## config.mk

```make
export PLATFORM = sky130hd
export DESIGN_NAME = power_mode_controller
export DESIGN_NICKNAME = d
export VERILOG_FILES = /design/src/verilog/power_mode_controller.v /design/src/verilog/wake_detect.v
export VERILOG_INCLUDE_DIRS = /design/src /design/src/verilog
export SDC_FILE = /design/constraint.sdc
export NUM_CORES = 1
export LEC_CHECK = 0
export ABC_AREA = 1
export BUFFER_PORTS_ARGS = -buffer_cell sky130_fd_sc_hd__buf_4
export CAP_MARGIN = 10
export CORE_ASPECT_RATIO = 2
export CORE_MARGIN = 3
export CORE_UTILIZATION = 43
export CTS_BUF_LIST = sky130_fd_sc_hd__clkbuf_8 sky130_fd_sc_hd__clkbuf_16
export CTS_CLUSTER_SIZE = 24
export DETAILED_ROUTE_END_ITERATION = 8
export PLACE_DENSITY = 0.77
export SETUP_SLACK_MARGIN = 0.15
export SYNTH_ARGS = -nofsm -noshare
export SYNTH_HDL_FRONTEND = slang
export SYNTH_SLANG_ARGS = --single-unit
export TNS_END_PERCENT = 10
```

## constraint.sdc

```tcl
create_clock -name mclk_in -period 1.6 [get_ports mclk_in]
set_input_delay 0.08 -clock mclk_in [delete_from_list [all_inputs] [get_ports mclk_in]]
set_output_delay 0.08 -clock mclk_in [all_outputs]
set_load 0.01 [all_outputs]
```

## src/verilog/power_mode_regs.vh

```
// Register offsets, field positions, reset values and timing counts of the power-mode controller
`ifndef POWER_MODE_REGS_VH
`define POWER_MODE_REGS_VH

// ---------------------------------------------------------------
// Register map
// ---------------------------------------------------------------
`define ADDR_WIDTH 8
`define DATA_WIDTH 8
`define PWR_CONFIG_ADDR 8'h87
`define PWR_STATUS_ADDR 8'h88

// ---------------------------------------------------------------
// Power config register fields
// ---------------------------------------------------------------
`define IDLE_REQ_BIT 0
`define PDOWN_REQ_BIT 1
`define GFLAG_ZERO_BIT 2
`define GFLAG_ONE_BIT 3
`define PWR_CONFIG_RESET 4'h0

// ---------------------------------------------------------------
// Power status register fields
// ---------------------------------------------------------------
`define STAT_IDLE_BIT 0
`define STAT_PDOWN_BIT 1
`define STAT_WAKE_BIT 2
`define STAT_HOLD_BIT 3
`define STAT_RSTWIN_BIT 4
`define STAT_CORERST_BIT 5

// ---------------------------------------------------------------
// Timing
// ---------------------------------------------------------------
`define CLK_PERIOD_NS 100
`define OSC_STARTUP_NS 2000
`define RST_TAKEOVER_NS 400
// Counts sized to the 8-bit counter; nanosecond figures above at one clock period each
`define OSC_STARTUP_CYC 8'h14
`define RST_TAKEOVER_CYC 8'h04
`define RESET_VECTOR 16'h0000

`endif

```

## src/verilog/power_mode_controller.v

```verilog
// Idle and power-down mode controller with its power configuration register
//
// Overview of operation
// - Idle stops CPU clock, peripherals keep clocking
// - Idle holds PC, PSW, SFRs and RAM
// - Idle starts when the setting instruction completes
// - Both bits set means power-down only
// - Enabled interrupt ends Idle, clears idle bit
// - Reset pin clears idle bit, then resets core
// - Block RAM, allow ports before reset takes over
// - Power-down halts oscillator and every clock
// - Power-down preserves PC, PSW, SFRs, RAM
// - Power-down starts when setting instruction completes
// - Only enabled external interrupts wake power-down
// - Wake clears powerdown bit, restarts oscillator, clocks
// - Execution waits until wake pin released
// - Interrupt wake leaves SFRs and RAM untouched
// - Two general flags only software changes
// - Powerdown bit 1, idle bit 0, hardware-cleared
// - Reset pin ends power-down and restarts clocks
`timescale 1ns/1ns
`default_nettype none
`include "power_mode_regs.vh"

module power_mode_controller #(
  parameter [7:0] OSC_STARTUP_CYCLES = `OSC_STARTUP_CYC,
  parameter [7:0] RST_TAKEOVER_CYCLES = `RST_TAKEOVER_CYC
) (
  // Clock and reset
  input wire mclk_in,
  input wire reset_in,
  // Register port
  input wire [`ADDR_WIDTH-1:0] addr_in,
  input wire [`DATA_WIDTH-1:0] wdata_in,
  input wire wr_in,
  input wire rd_in,
  output reg [`DATA_WIDTH-1:0] rdata_out,
  // CPU core
  input wire instr_done_in,
  output reg cpu_clk_en_out,
  output reg exec_hold_out,
  output reg state_hold_out,
  output reg ram_block_out,
  output reg core_reset_out,
  output reg [15:0] reset_vector_out,
  // Interrupt controller
  input wire irq_pending_in,
  input wire int_zero_en_in,
  input wire int_one_en_in,
  // Clock tree
  output reg periph_clk_en_out,
  output reg osc_enable_out,
  // External pins
  input wire ext_interrupt_zero_n_in,
  input wire ext_interrupt_one_n_in,
  input wire external_reset_input_in
);

  // ---------------------------------------------------------------
  // States
  // ---------------------------------------------------------------
  localparam [2:0] ST_RUN = 3'h0;
  localparam [2:0] ST_IDLE = 3'h1;
  localparam [2:0] ST_PDOWN = 3'h2;
  localparam [2:0] ST_WAKE = 3'h3;
  localparam [2:0] ST_HOLD = 3'h4;
  localparam [2:0] ST_RSTWIN = 3'h5;
  localparam [2:0] ST_CORERST = 3'h6;

  // ---------------------------------------------------------------
  // Declarations
  // ---------------------------------------------------------------
  reg [2:0] state_reg;
  reg [2:0] state_next;
  reg [7:0] cnt_reg;
  reg [7:0] cnt_next;
  reg idle_request_bit_reg;
  reg idle_request_bit_next;
  reg powerdown_request_bit_reg;
  reg powerdown_request_bit_next;
  reg general_flag_zero_reg;
  reg general_flag_zero_next;
  reg general_flag_one_reg;
  reg general_flag_one_next;
  reg [`DATA_WIDTH-1:0] rd_mux;
  wire wake;
  wire cfg_write;

  // ---------------------------------------------------------------
  // Helpers
  // ---------------------------------------------------------------
  function hits;
    input [`ADDR_WIDTH-1:0] addr;
    input [`ADDR_WIDTH-1:0] target;
    begin
      hits = (addr == target);
    end
  endfunction

  function cpu_clocked;
    input [2:0] st;
    begin
      cpu_clocked = (st == ST_RUN) || (st == ST_HOLD) ||
                    (st == ST_RSTWIN) || (st == ST_CORERST);
    end
  endfunction

  // ---------------------------------------------------------------
  // Wake path
  // ---------------------------------------------------------------
  wake_detect wake_detect_inst (
    .ext_interrupt_zero_n_in(ext_interrupt_zero_n_in),
    .ext_interrupt_one_n_in(ext_interrupt_one_n_in),
    .int_zero_en_in(int_zero_en_in),
    .int_one_en_in(int_one_en_in),
    .wake_out(wake)
  );

  assign cfg_write = wr_in && hits(addr_in, `PWR_CONFIG_ADDR);

  // ---------------------------------------------------------------
  // Configuration bits, software side
  // ---------------------------------------------------------------
  always @* begin
    idle_request_bit_next = idle_request_bit_reg;
    powerdown_request_bit_next = powerdown_request_bit_reg;
    general_flag_zero_next = general_flag_zero_reg;
    general_flag_one_next = general_flag_one_reg;
    if (cfg_write) begin
      idle_request_bit_next = wdata_in[`IDLE_REQ_BIT];
      powerdown_request_bit_next = wdata_in[`PDOWN_REQ_BIT];
      // Only reset_in clears the flags; no other hardware event touches them
      general_flag_zero_next = wdata_in[`GFLAG_ZERO_BIT];
      general_flag_one_next = wdata_in[`GFLAG_ONE_BIT];
    end
    // Hardware clears below override the software view
    if (external_reset_input_in) begin
      idle_request_bit_next = 1'b0;
      powerdown_request_bit_next = 1'b0;
    end else begin
      case (state_reg)
        ST_IDLE: begin
          if (irq_pending_in) begin
            idle_request_bit_next = 1'b0;
          end
        end
        ST_PDOWN: begin
          if (wake) begin
            // Idle bit also drops so the exit does not fall into Idle
            powerdown_request_bit_next = 1'b0;
            idle_request_bit_next = 1'b0;
          end
        end
        default: begin
        end
      endcase
    end
  end

  // ---------------------------------------------------------------
  // Mode sequencer
  // ---------------------------------------------------------------
  always @* begin
    state_next = state_reg;
    cnt_next = cnt_reg;
    if (external_reset_input_in &&
        (state_reg != ST_RSTWIN) && (state_reg != ST_CORERST)) begin
      // Clocks return at once; the core reset follows later
      state_next = ST_RSTWIN;
      cnt_next = 8'h00;
    end else begin
      case (state_reg)
        ST_RUN: begin
          if (instr_done_in && powerdown_request_bit_next) begin
            state_next = ST_PDOWN;
          end else if (instr_done_in && idle_request_bit_next) begin
            state_next = ST_IDLE;
          end
        end
        ST_IDLE: begin
          if (irq_pending_in) begin
            state_next = ST_RUN;
          end
        end
        ST_PDOWN: begin
          // Other interrupt sources are ignored here
          if (wake) begin
            state_next = ST_WAKE;
            cnt_next = 8'h00;
          end
        end
        ST_WAKE: begin
          // Startup runs its full count whether or not the pin stays asserted
          if (cnt_reg >= OSC_STARTUP_CYCLES - 8'h01) begin
            state_next = ST_HOLD;
          end else begin
            cnt_next = cnt_reg + 8'h01;
          end
        end
        ST_HOLD: begin
          if (!wake) begin
            state_next = ST_RUN;
          end
        end
        ST_RSTWIN: begin
          if (cnt_reg >= RST_TAKEOVER_CYCLES - 8'h01) begin
            state_next = ST_CORERST;
          end else begin
            cnt_next = cnt_reg + 8'h01;
          end
        end
        ST_CORERST: begin
          if (!external_reset_input_in) begin
            state_next = ST_RUN;
          end
        end
        default: begin
          state_next = ST_RUN;
        end
      endcase
    end
  end

  // ---------------------------------------------------------------
  // Read multiplexer
  // ---------------------------------------------------------------
  always @* begin
    rd_mux = {`DATA_WIDTH{1'b0}};
    if (hits(addr_in, `PWR_CONFIG_ADDR)) begin
      rd_mux[`IDLE_REQ_BIT] = idle_request_bit_reg;
      rd_mux[`PDOWN_REQ_BIT] = powerdown_request_bit_reg;
      rd_mux[`GFLAG_ZERO_BIT] = general_flag_zero_reg;
      rd_mux[`GFLAG_ONE_BIT] = general_flag_one_reg;
    end else if (hits(addr_in, `PWR_STATUS_ADDR)) begin
      rd_mux[`STAT_IDLE_BIT] = (state_reg == ST_IDLE);
      rd_mux[`STAT_PDOWN_BIT] = (state_reg == ST_PDOWN);
      rd_mux[`STAT_WAKE_BIT] = (state_reg == ST_WAKE);
      rd_mux[`STAT_HOLD_BIT] = (state_reg == ST_HOLD);
      rd_mux[`STAT_RSTWIN_BIT] = (state_reg == ST_RSTWIN);
      rd_mux[`STAT_CORERST_BIT] = (state_reg == ST_CORERST);
    end
  end

  // ---------------------------------------------------------------
  // Registers
  // ---------------------------------------------------------------
  always @(posedge mclk_in) begin
    if (reset_in) begin
      state_reg <= ST_RUN;
      cnt_reg <= 8'h00;
      idle_request_bit_reg <= 1'b0;
      powerdown_request_bit_reg <= 1'b0;
      general_flag_zero_reg <= 1'b0;
      general_flag_one_reg <= 1'b0;
      rdata_out <= {`DATA_WIDTH{1'b0}};
    end else begin
      state_reg <= state_next;
      cnt_reg <= cnt_next;
      idle_request_bit_reg <= idle_request_bit_next;
      powerdown_request_bit_reg <= powerdown_request_bit_next;
      general_flag_zero_reg <= general_flag_zero_next;
      general_flag_one_reg <= general_flag_one_next;
      // Data stand only in the cycle after the read strobe
      rdata_out <= rd_in ? rd_mux : {`DATA_WIDTH{1'b0}};
    end
  end

  // ---------------------------------------------------------------
  // Clock and core controls, registered from the next state
  // ---------------------------------------------------------------
  // Driving from state_next lets the gate close on the completing edge
  always @(posedge mclk_in) begin
    if (reset_in) begin
      cpu_clk_en_out <= 1'b1;
      periph_clk_en_out <= 1'b1;
      osc_enable_out <= 1'b1;
      exec_hold_out <= 1'b0;
      state_hold_out <= 1'b0;
      ram_block_out <= 1'b0;
      core_reset_out <= 1'b0;
      reset_vector_out <= `RESET_VECTOR;
    end else begin
      cpu_clk_en_out <= cpu_clocked(state_next);
      // Peripherals stay clocked in Idle, stop in power-down
      periph_clk_en_out <= (state_next != ST_PDOWN) &&
                           (state_next != ST_WAKE);
      osc_enable_out <= (state_next != ST_PDOWN);
      exec_hold_out <= (state_next == ST_HOLD) ||
                       (state_next == ST_WAKE);
      // Freeze keeps PC, PSW, SFR and RAM contents as they were
      state_hold_out <= (state_next == ST_IDLE) || (state_next == ST_PDOWN) ||
                        (state_next == ST_WAKE) || (state_next == ST_HOLD);
      // Ports stay reachable; only the internal RAM is fenced off
      ram_block_out <= (state_next == ST_RSTWIN);
      core_reset_out <= (state_next == ST_CORERST);
      reset_vector_out <= `RESET_VECTOR;
    end
  end

endmodule // power_mode_controller

`default_nettype wire

```

## src/verilog/wake_detect.v

```verilog
// Clockless level detector for the external wake pins
`timescale 1ns/1ns
`default_nettype none

module wake_detect (
  // External pins, active low
  input wire ext_interrupt_zero_n_in,
  input wire ext_interrupt_one_n_in,
  // Enables from the interrupt controller
  input wire int_zero_en_in,
  input wire int_one_en_in,
  // Detection result
  output wire wake_out
);

  // ---------------------------------------------------------------
  // Level detect
  // ---------------------------------------------------------------
  // No clock runs in power-down, so only gates sit on this path
  assign wake_out = (~ext_interrupt_zero_n_in & int_zero_en_in) |
                    (~ext_interrupt_one_n_in & int_one_en_in);

endmodule // wake_detect

`default_nettype wire

```

==> run_results.csv, run 1 <==
group,metric,value,unit
status,outcome,"complete, but fails checks",
status,violations,"setup timing",
place,dpl.hpwl,2.98,mm
clock_network,clk_latency,270,ps
grt,track_usage,20.2,%
place,io_buffers,35,
logic_synthesis,synth.area.top_cells,"dfxtp_1, nand2_1, buf_4, inv_1, nor3_1",
route,wl,4.05,mm
logic_synthesis,yosysTopAreaCell,"dfxtp_1",
clock_network,clock-sinks,28,
place,place_inst,301,
grt,grt_start_max_net_pins,15,
route,initialDrtViolationCount,16,
worst_setup_path,critPathSlowestCell,"dfxtp_2",
finish,drive_gt1_share,43.0,%
logic_synthesis,ys_ff_latch,28,
power_and_ir_drop,max-vdd-ir-drop,0.553,mV
timing,skew,7.33,ps
worst_setup_path,cp-startpoint,"cnt_reg[1]$_SDFFE_PP0P_",
die,row_count,29,
place,place_congestion,0.885,
logic_synthesis,yosys-top-cells-count,"nand2_1, inv_1, dfxtp_1, buf_4, nor2_1",
finish,fill_cells,274,
route,postRouteAntennaNets,0,
clock_network,clkSlewWorstSetupHoldPaths,90,ps
die,fp.dieH,88.8,um
clock_network,cts_root_buf,"clkbuf_8",
worst_setup_path,cp-end-kind,"flop",
timing,period_share,110,%
grt,grt_pass1_wl,6.00,mm
die,core,3230,um^2
worst_setup_path,r2r_cells,12,
finish,nets,309,
hold_path,hold_path_depth,2,
clock_network,cts_tree,"built",
logic_synthesis,syn_area,1470,um^2
route,first_pass_iters,4,
route,wire_per_inst,13.1,um
worst_setup_path,required,1810,ps
timing,whs,24.8,ps
timing,rsz0062_at_grt,"yes",
timing,setup_viol,16,
finish,final_cells,310,
power_and_ir_drop,cellLeakagePower,1.06,nW
finish,final_core_util,65.9,%
worst_setup_path,crit_path_max_incr_delay,330,ps
worst_setup_path,critical_path.most_common_cell,"nand2_1",
grt,grt_overflow,0,
logic_synthesis,synth_top_area_share,38.1,%
logic_synthesis,synth_cell_types,29,
finish,seqCellArea,567,um^2
die,die-area,4210,um^2
die,start_util,45.6,%
worst_setup_path,start_kind,"flop",
finish,multi_input_area,788,um^2
logic_synthesis,synthArstFlopShare,0,%
timing,final_max_slew_viol_count,0,
timing,final.setup.tns,-1240,ps
clock_network,cts_made_buffers,3,
route,drc_errors,0,
logic_synthesis,syn_inst,205,
hold_path,hp-class,"primary input to flop",
clock_network,cts_buffer_depth,2,
logic_synthesis,avgSynthCellArea,7.18,um^2
power_and_ir_drop,power-per-cell-area,660,nW/um^2
timing,setup_slack,-155,ps
logic_synthesis,synth.most_common_cell,"nand2_1",
hold_path,min_from,"reset_in",
die,io_pins,58,
finish,syn_to_final_growth,44.5,%
worst_setup_path,arrival,1960,ps
power_and_ir_drop,power.total,1.41,mW
worst_setup_path,cp_cell_sequence,"ha_2 > inv_2 > nand3_2 > inv_2 > o21bai_4 > nand2_1 > o21ai_2 > nor3_2 > nand2_1 > inv_1 > nand2_1 > a21oi_1",
run,drv_cap,0,
clock_network,htreeDepth,1,
logic_synthesis,yosys_warnings,0,
die,die_width,47.4,um
logic_synthesis,synth-seq-area-share,38.1,%
worst_setup_path,path_class,"flop to flop",
finish,largest_reg_flops,8,
timing,fin_crit,1760,ps
worst_setup_path,r2r_start,"cnt_reg[1]$_SDFFE_PP0P_",
route,drt-vias-per-instance,4.96,
timing,final-hold-violation-count,0,
timing,max_freq,0.570,GHz
grt,first_global_vias,1511,
route,vias,1539,
finish,antennaDiodeCount,0,
grt,antenna_found_initial,0,
worst_setup_path,worst-path-max-fanout,3,
logic_synthesis,synth-edff-count,0,
logic_synthesis,synth_ff_type,"dfxtp_1",
==> where the power goes <==
part           total, mW  leakage (nW)  internal (mW)  switching (mW)
clock network      0.373        0.0216          0.169           0.204
logic              0.307         0.807          0.143           0.164
registers          0.725         0.229          0.714          0.0107
total               1.41          1.06           1.03           0.379
==> repair_timing <==
action                                  in CTS  in global routing
gates cloned                                 0                  0
hold buffers                                 0                  0
buffers inserted                             6                  0
pin swaps                                   21                  1
gates resized for setup                     22                  5
endpoints found under the setup margin      17                 18
==> routing by layer <==
metal  share of wire (%)  GRT usage [%]  wire [um]
met1                  31           15.5       1270
met2                  59           40.6       2400
met3                 4.7           3.26        190
met4                 4.7           12.3        191
met5                   0              0          0
==> layout make-up <==
type	count	share of cell area [%]
inverters	40	7.17
clock buffers	3	1.94
repair buffers	72	25.4
flip-flops and latches	28	26.6
multi-input cells	136	37.0
well taps	31	1.82
==> critical path, delay by kind of cell (launching register included) <==
kind                     cells  cell delay, ps
flip-flops                   1             330
AND/OR/NAND/NOR              5             630
buffers and inverters        3             240
AO/OA/AOI/OAI                3             300
adder cells (fa/ha/maj)      1             170
==> through the flow <==
step / area [um^2] / worst slack, ps
6_report: 2130 / -155
5_1_grt: 2130 / -294
4_1_cts: 2100 / -90.2
3_5_place_dp: 1940 / -157
3_3_place_gp: 1940 / -125
2_1_floorplan: 1540 / 42.5
==> final timing paths <==
path              slack [ps]                   endpoint
hold reg to reg          450    cnt_reg[7]$_SDFFE_PP0P_
setup / recovery        -160  state_hold_out$_SDFF_PP0_
setup reg to reg        -160  state_hold_out$_SDFF_PP0_
hold / removal            20  state_hold_out$_SDFF_PP0_
==> cell usage in the layout, fill, tap and decap left out, types with 4 or more instances in the layout <==
master   count
dfxtp_2      5
conb_1      18
nor2_2       4
a21oi_1      9
buf_4       72
nor3_1       5
nand4_1      5
nand2_2      5
inv_2        6
nor3_2       6
dfxtp_1     23
nand3_1      8
nand2_1     36
inv_1       31
nor2_1      13
==> kinds of logic (layout without fill, tap and decap cells) <==
logic type | after synthesis | count (layout) | share of synthesized area [%]
flip-flops | 28 | 28 | 38.1
other | 1 | 18 | 0.255
buffers and inverters | 58 | 115 | 19.4
adder cells (fa/ha/maj) | 1 | 1 | 0.849
AND/OR/NAND/NOR | 96 | 96 | 33.0
AO/OA/AOI/OAI | 21 | 21 | 8.50
Note: power is estimated with default switching activity, not from simulation.
==> run 2: changes to the inputs <==
--- a/config.mk
+++ b/config.mk
@@ -7,7 +7,7 @@
 export NUM_CORES = 1
 export LEC_CHECK = 0
 export ABC_AREA = 1
-export BUFFER_PORTS_ARGS = -buffer_cell sky130_fd_sc_hd__buf_4
+export BUFFER_PORTS_ARGS = -buffer_cell sky130_fd_sc_hd__clkbuf_2
 export CAP_MARGIN = 10
 export CORE_ASPECT_RATIO = 2
 export CORE_MARGIN = 3
==> run_results.csv, run 2 (synthesis results as in run 1) <==
group,metric,value,unit
status,outcome,"complete, but fails checks",
status,violations,"setup timing",
worst_setup_path,required,1800,ps
grt,track_usage,20.7,%
run,drv_cap,0,
route,initialDrtViolationCount,65,
worst_setup_path,cp-end-kind,"flop",
place,dpl.hpwl,2.90,mm
finish,final_cells,313,
die,die-area,4210,um^2
hold_path,min_from,"reset_in",
timing,final_max_slew_viol_count,0,
die,fp.dieH,88.8,um
route,first_pass_iters,4,
route,postRouteAntennaNets,0,
grt,grt_start_max_net_pins,15,
place,io_buffers,35,
worst_setup_path,r2r_end,"ram_block_out$_SDFF_PP0_",
clock_network,cts_buffer_depth,2,
timing,skew,4.11,ps
clock_network,clk_latency,270,ps
timing,setup_slack,-131,ps
place,place_congestion,0.934,
clock_network,cts_tree,"built",
worst_setup_path,r2r_cells,11,
clock_network,clock-sinks,28,
grt,first_global_vias,1501,
worst_setup_path,cp_cell_sequence,"inv_4 > nor3_4 > nand2_2 > buf_4 > buf_4 > o21ai_1 > nor3_2 > nand2_2 > nor2_4 > buf_4 > nor3_2",
route,wire_per_inst,13.1,um
clock_network,clkSlewWorstSetupHoldPaths,90,ps
hold_path,min_delay_worst_endpoint,"exec_hold_out$_SDFF_PP0_",
worst_setup_path,worst-path-max-fanout,5,
worst_setup_path,start_kind,"flop",
finish,largest_reg_flops,8,
die,row_count,29,
clock_network,hold_buffers,0,
place,pre_cts_slack,-173,ps
timing,period_share,108,%
worst_setup_path,cp_num_buf_inv,4,
grt,grt_pass1_wl,6.33,mm
route,wl,4.11,mm
timing,rsz0062_at_grt,"yes",
power_and_ir_drop,cellLeakagePower,1.06,nW
route,vias,1594,
worst_setup_path,critical_path.most_common_cell,"buf_4",
worst_setup_path,r2r_slack,-130,ps
die,io_pins,58,
route,drt-vias-per-instance,5.09,
clock_network,cts_root_buf,"clkbuf_8",
grt,grt_overflow,0,
worst_setup_path,r2r_start,"state_reg[0]$_SDFF_PP0_",
clock_network,htreeDepth,1,
hold_path,hp-class,"primary input to flop",
die,start_util,45.6,%
grt,antenna_found_initial,0,
timing,setup_viol,15,
finish,drive_gt1_share,46.5,%
timing,max_freq,0.578,GHz
power_and_ir_drop,max-vdd-ir-drop,0.444,mV
route,drc_errors,0,
worst_setup_path,arrival,1930,ps
timing,whs,83.7,ps
worst_setup_path,crit_path_max_incr_delay,400,ps
finish,nets,312,
timing,final-hold-violation-count,0,
finish,syn_to_final_growth,41.9,%
clock_network,cts_made_buffers,3,
place,place_inst,301,
power_and_ir_drop,power-per-cell-area,674,nW/um^2
hold_path,hold_path_depth,2,
finish,final_common_cell,"buf_4",
worst_setup_path,critPathSlowestCell,"dfxtp_4",
timing,fin_crit,1730,ps
worst_setup_path,crit_family,"simple AND/OR/NAND/NOR gates",
finish,final_cell_mix,"buf_4, clkbuf_2, nand2_1",
die,core,3230,um^2
finish,antennaDiodeCount,0,
die,die_width,47.4,um
worst_setup_path,path_class,"flop to flop",
power_and_ir_drop,power.total,1.41,mW
[run 2: cell type report]
| type | count | area [um^2] |
|---|---|---|
| fillers | 270 | 1140 |
| repair buffers | 75 | 475 |
| multi-input cells | 136 | 808 |
| flip-flops and latches | 28 | 572 |
| well taps | 31 | 38.8 |
| inverters | 40 | 154 |
| clock buffers | 3 | 41.3 |
[run 2: worst max-delay path by stage]
stage	startpoint	endpoint	slack, ps	depth (start not counted)
2_1_floorplan	cnt_reg[0]$_SDFFE_PP0P_	cnt_reg[3]$_SDFFE_PP0P_	40	11
3_5_place_dp	state_reg[0]$_SDFF_PP0_	exec_hold_out$_SDFF_PP0_	-170	13
3_3_place_gp	state_reg[0]$_SDFF_PP0_	ram_block_out$_SDFF_PP0_	-140	12
4_1_cts	cnt_reg[1]$_SDFFE_PP0P_	exec_hold_out$_SDFF_PP0_	-60	13
5_1_grt	state_reg[0]$_SDFF_PP0_	state_hold_out$_SDFF_PP0_	-250	13
6_report	state_reg[0]$_SDFF_PP0_	ram_block_out$_SDFF_PP0_	-130	11
[run 2: metrics by stage]
step	setup TNS (ps)	util, %	area [um^2]
5_1_grt	-2600	64.7	2090
4_1_cts	-336	62.2	2010
3_3_place_gp	-757	57.4	1850
3_5_place_dp	-1210	57.4	1850
2_1_floorplan	0	-	1540
6_report	-955	64.7	2090
[run 2: repair_timing]
action / CTS / global route
pin swaps: 19 / 10
gates cloned: 0 / 0
resized for setup: 22 / 20
endpoints found under the setup margin: 17 / 18
buffers inserted: 6 / 3
[run 2: layer usage]
layer / wire length [um] / vias to the layer above / global-route usage, %
met4: 124 / 0 / 9.07
met3: 197 / 14 / 1.02
met5: 0 / - / 0
met1: 1390 / 739 / 19.4
met2: 2390 / 76 / 41.1
li1: - / 765 / -
[run 2: report_power, final]
part | leakage (nW) | internal, mW | switching, mW
clock network | 0.0216 | 0.169 | 0.208
registers | 0.230 | 0.713 | 0.0121
logic | 0.805 | 0.130 | 0.177
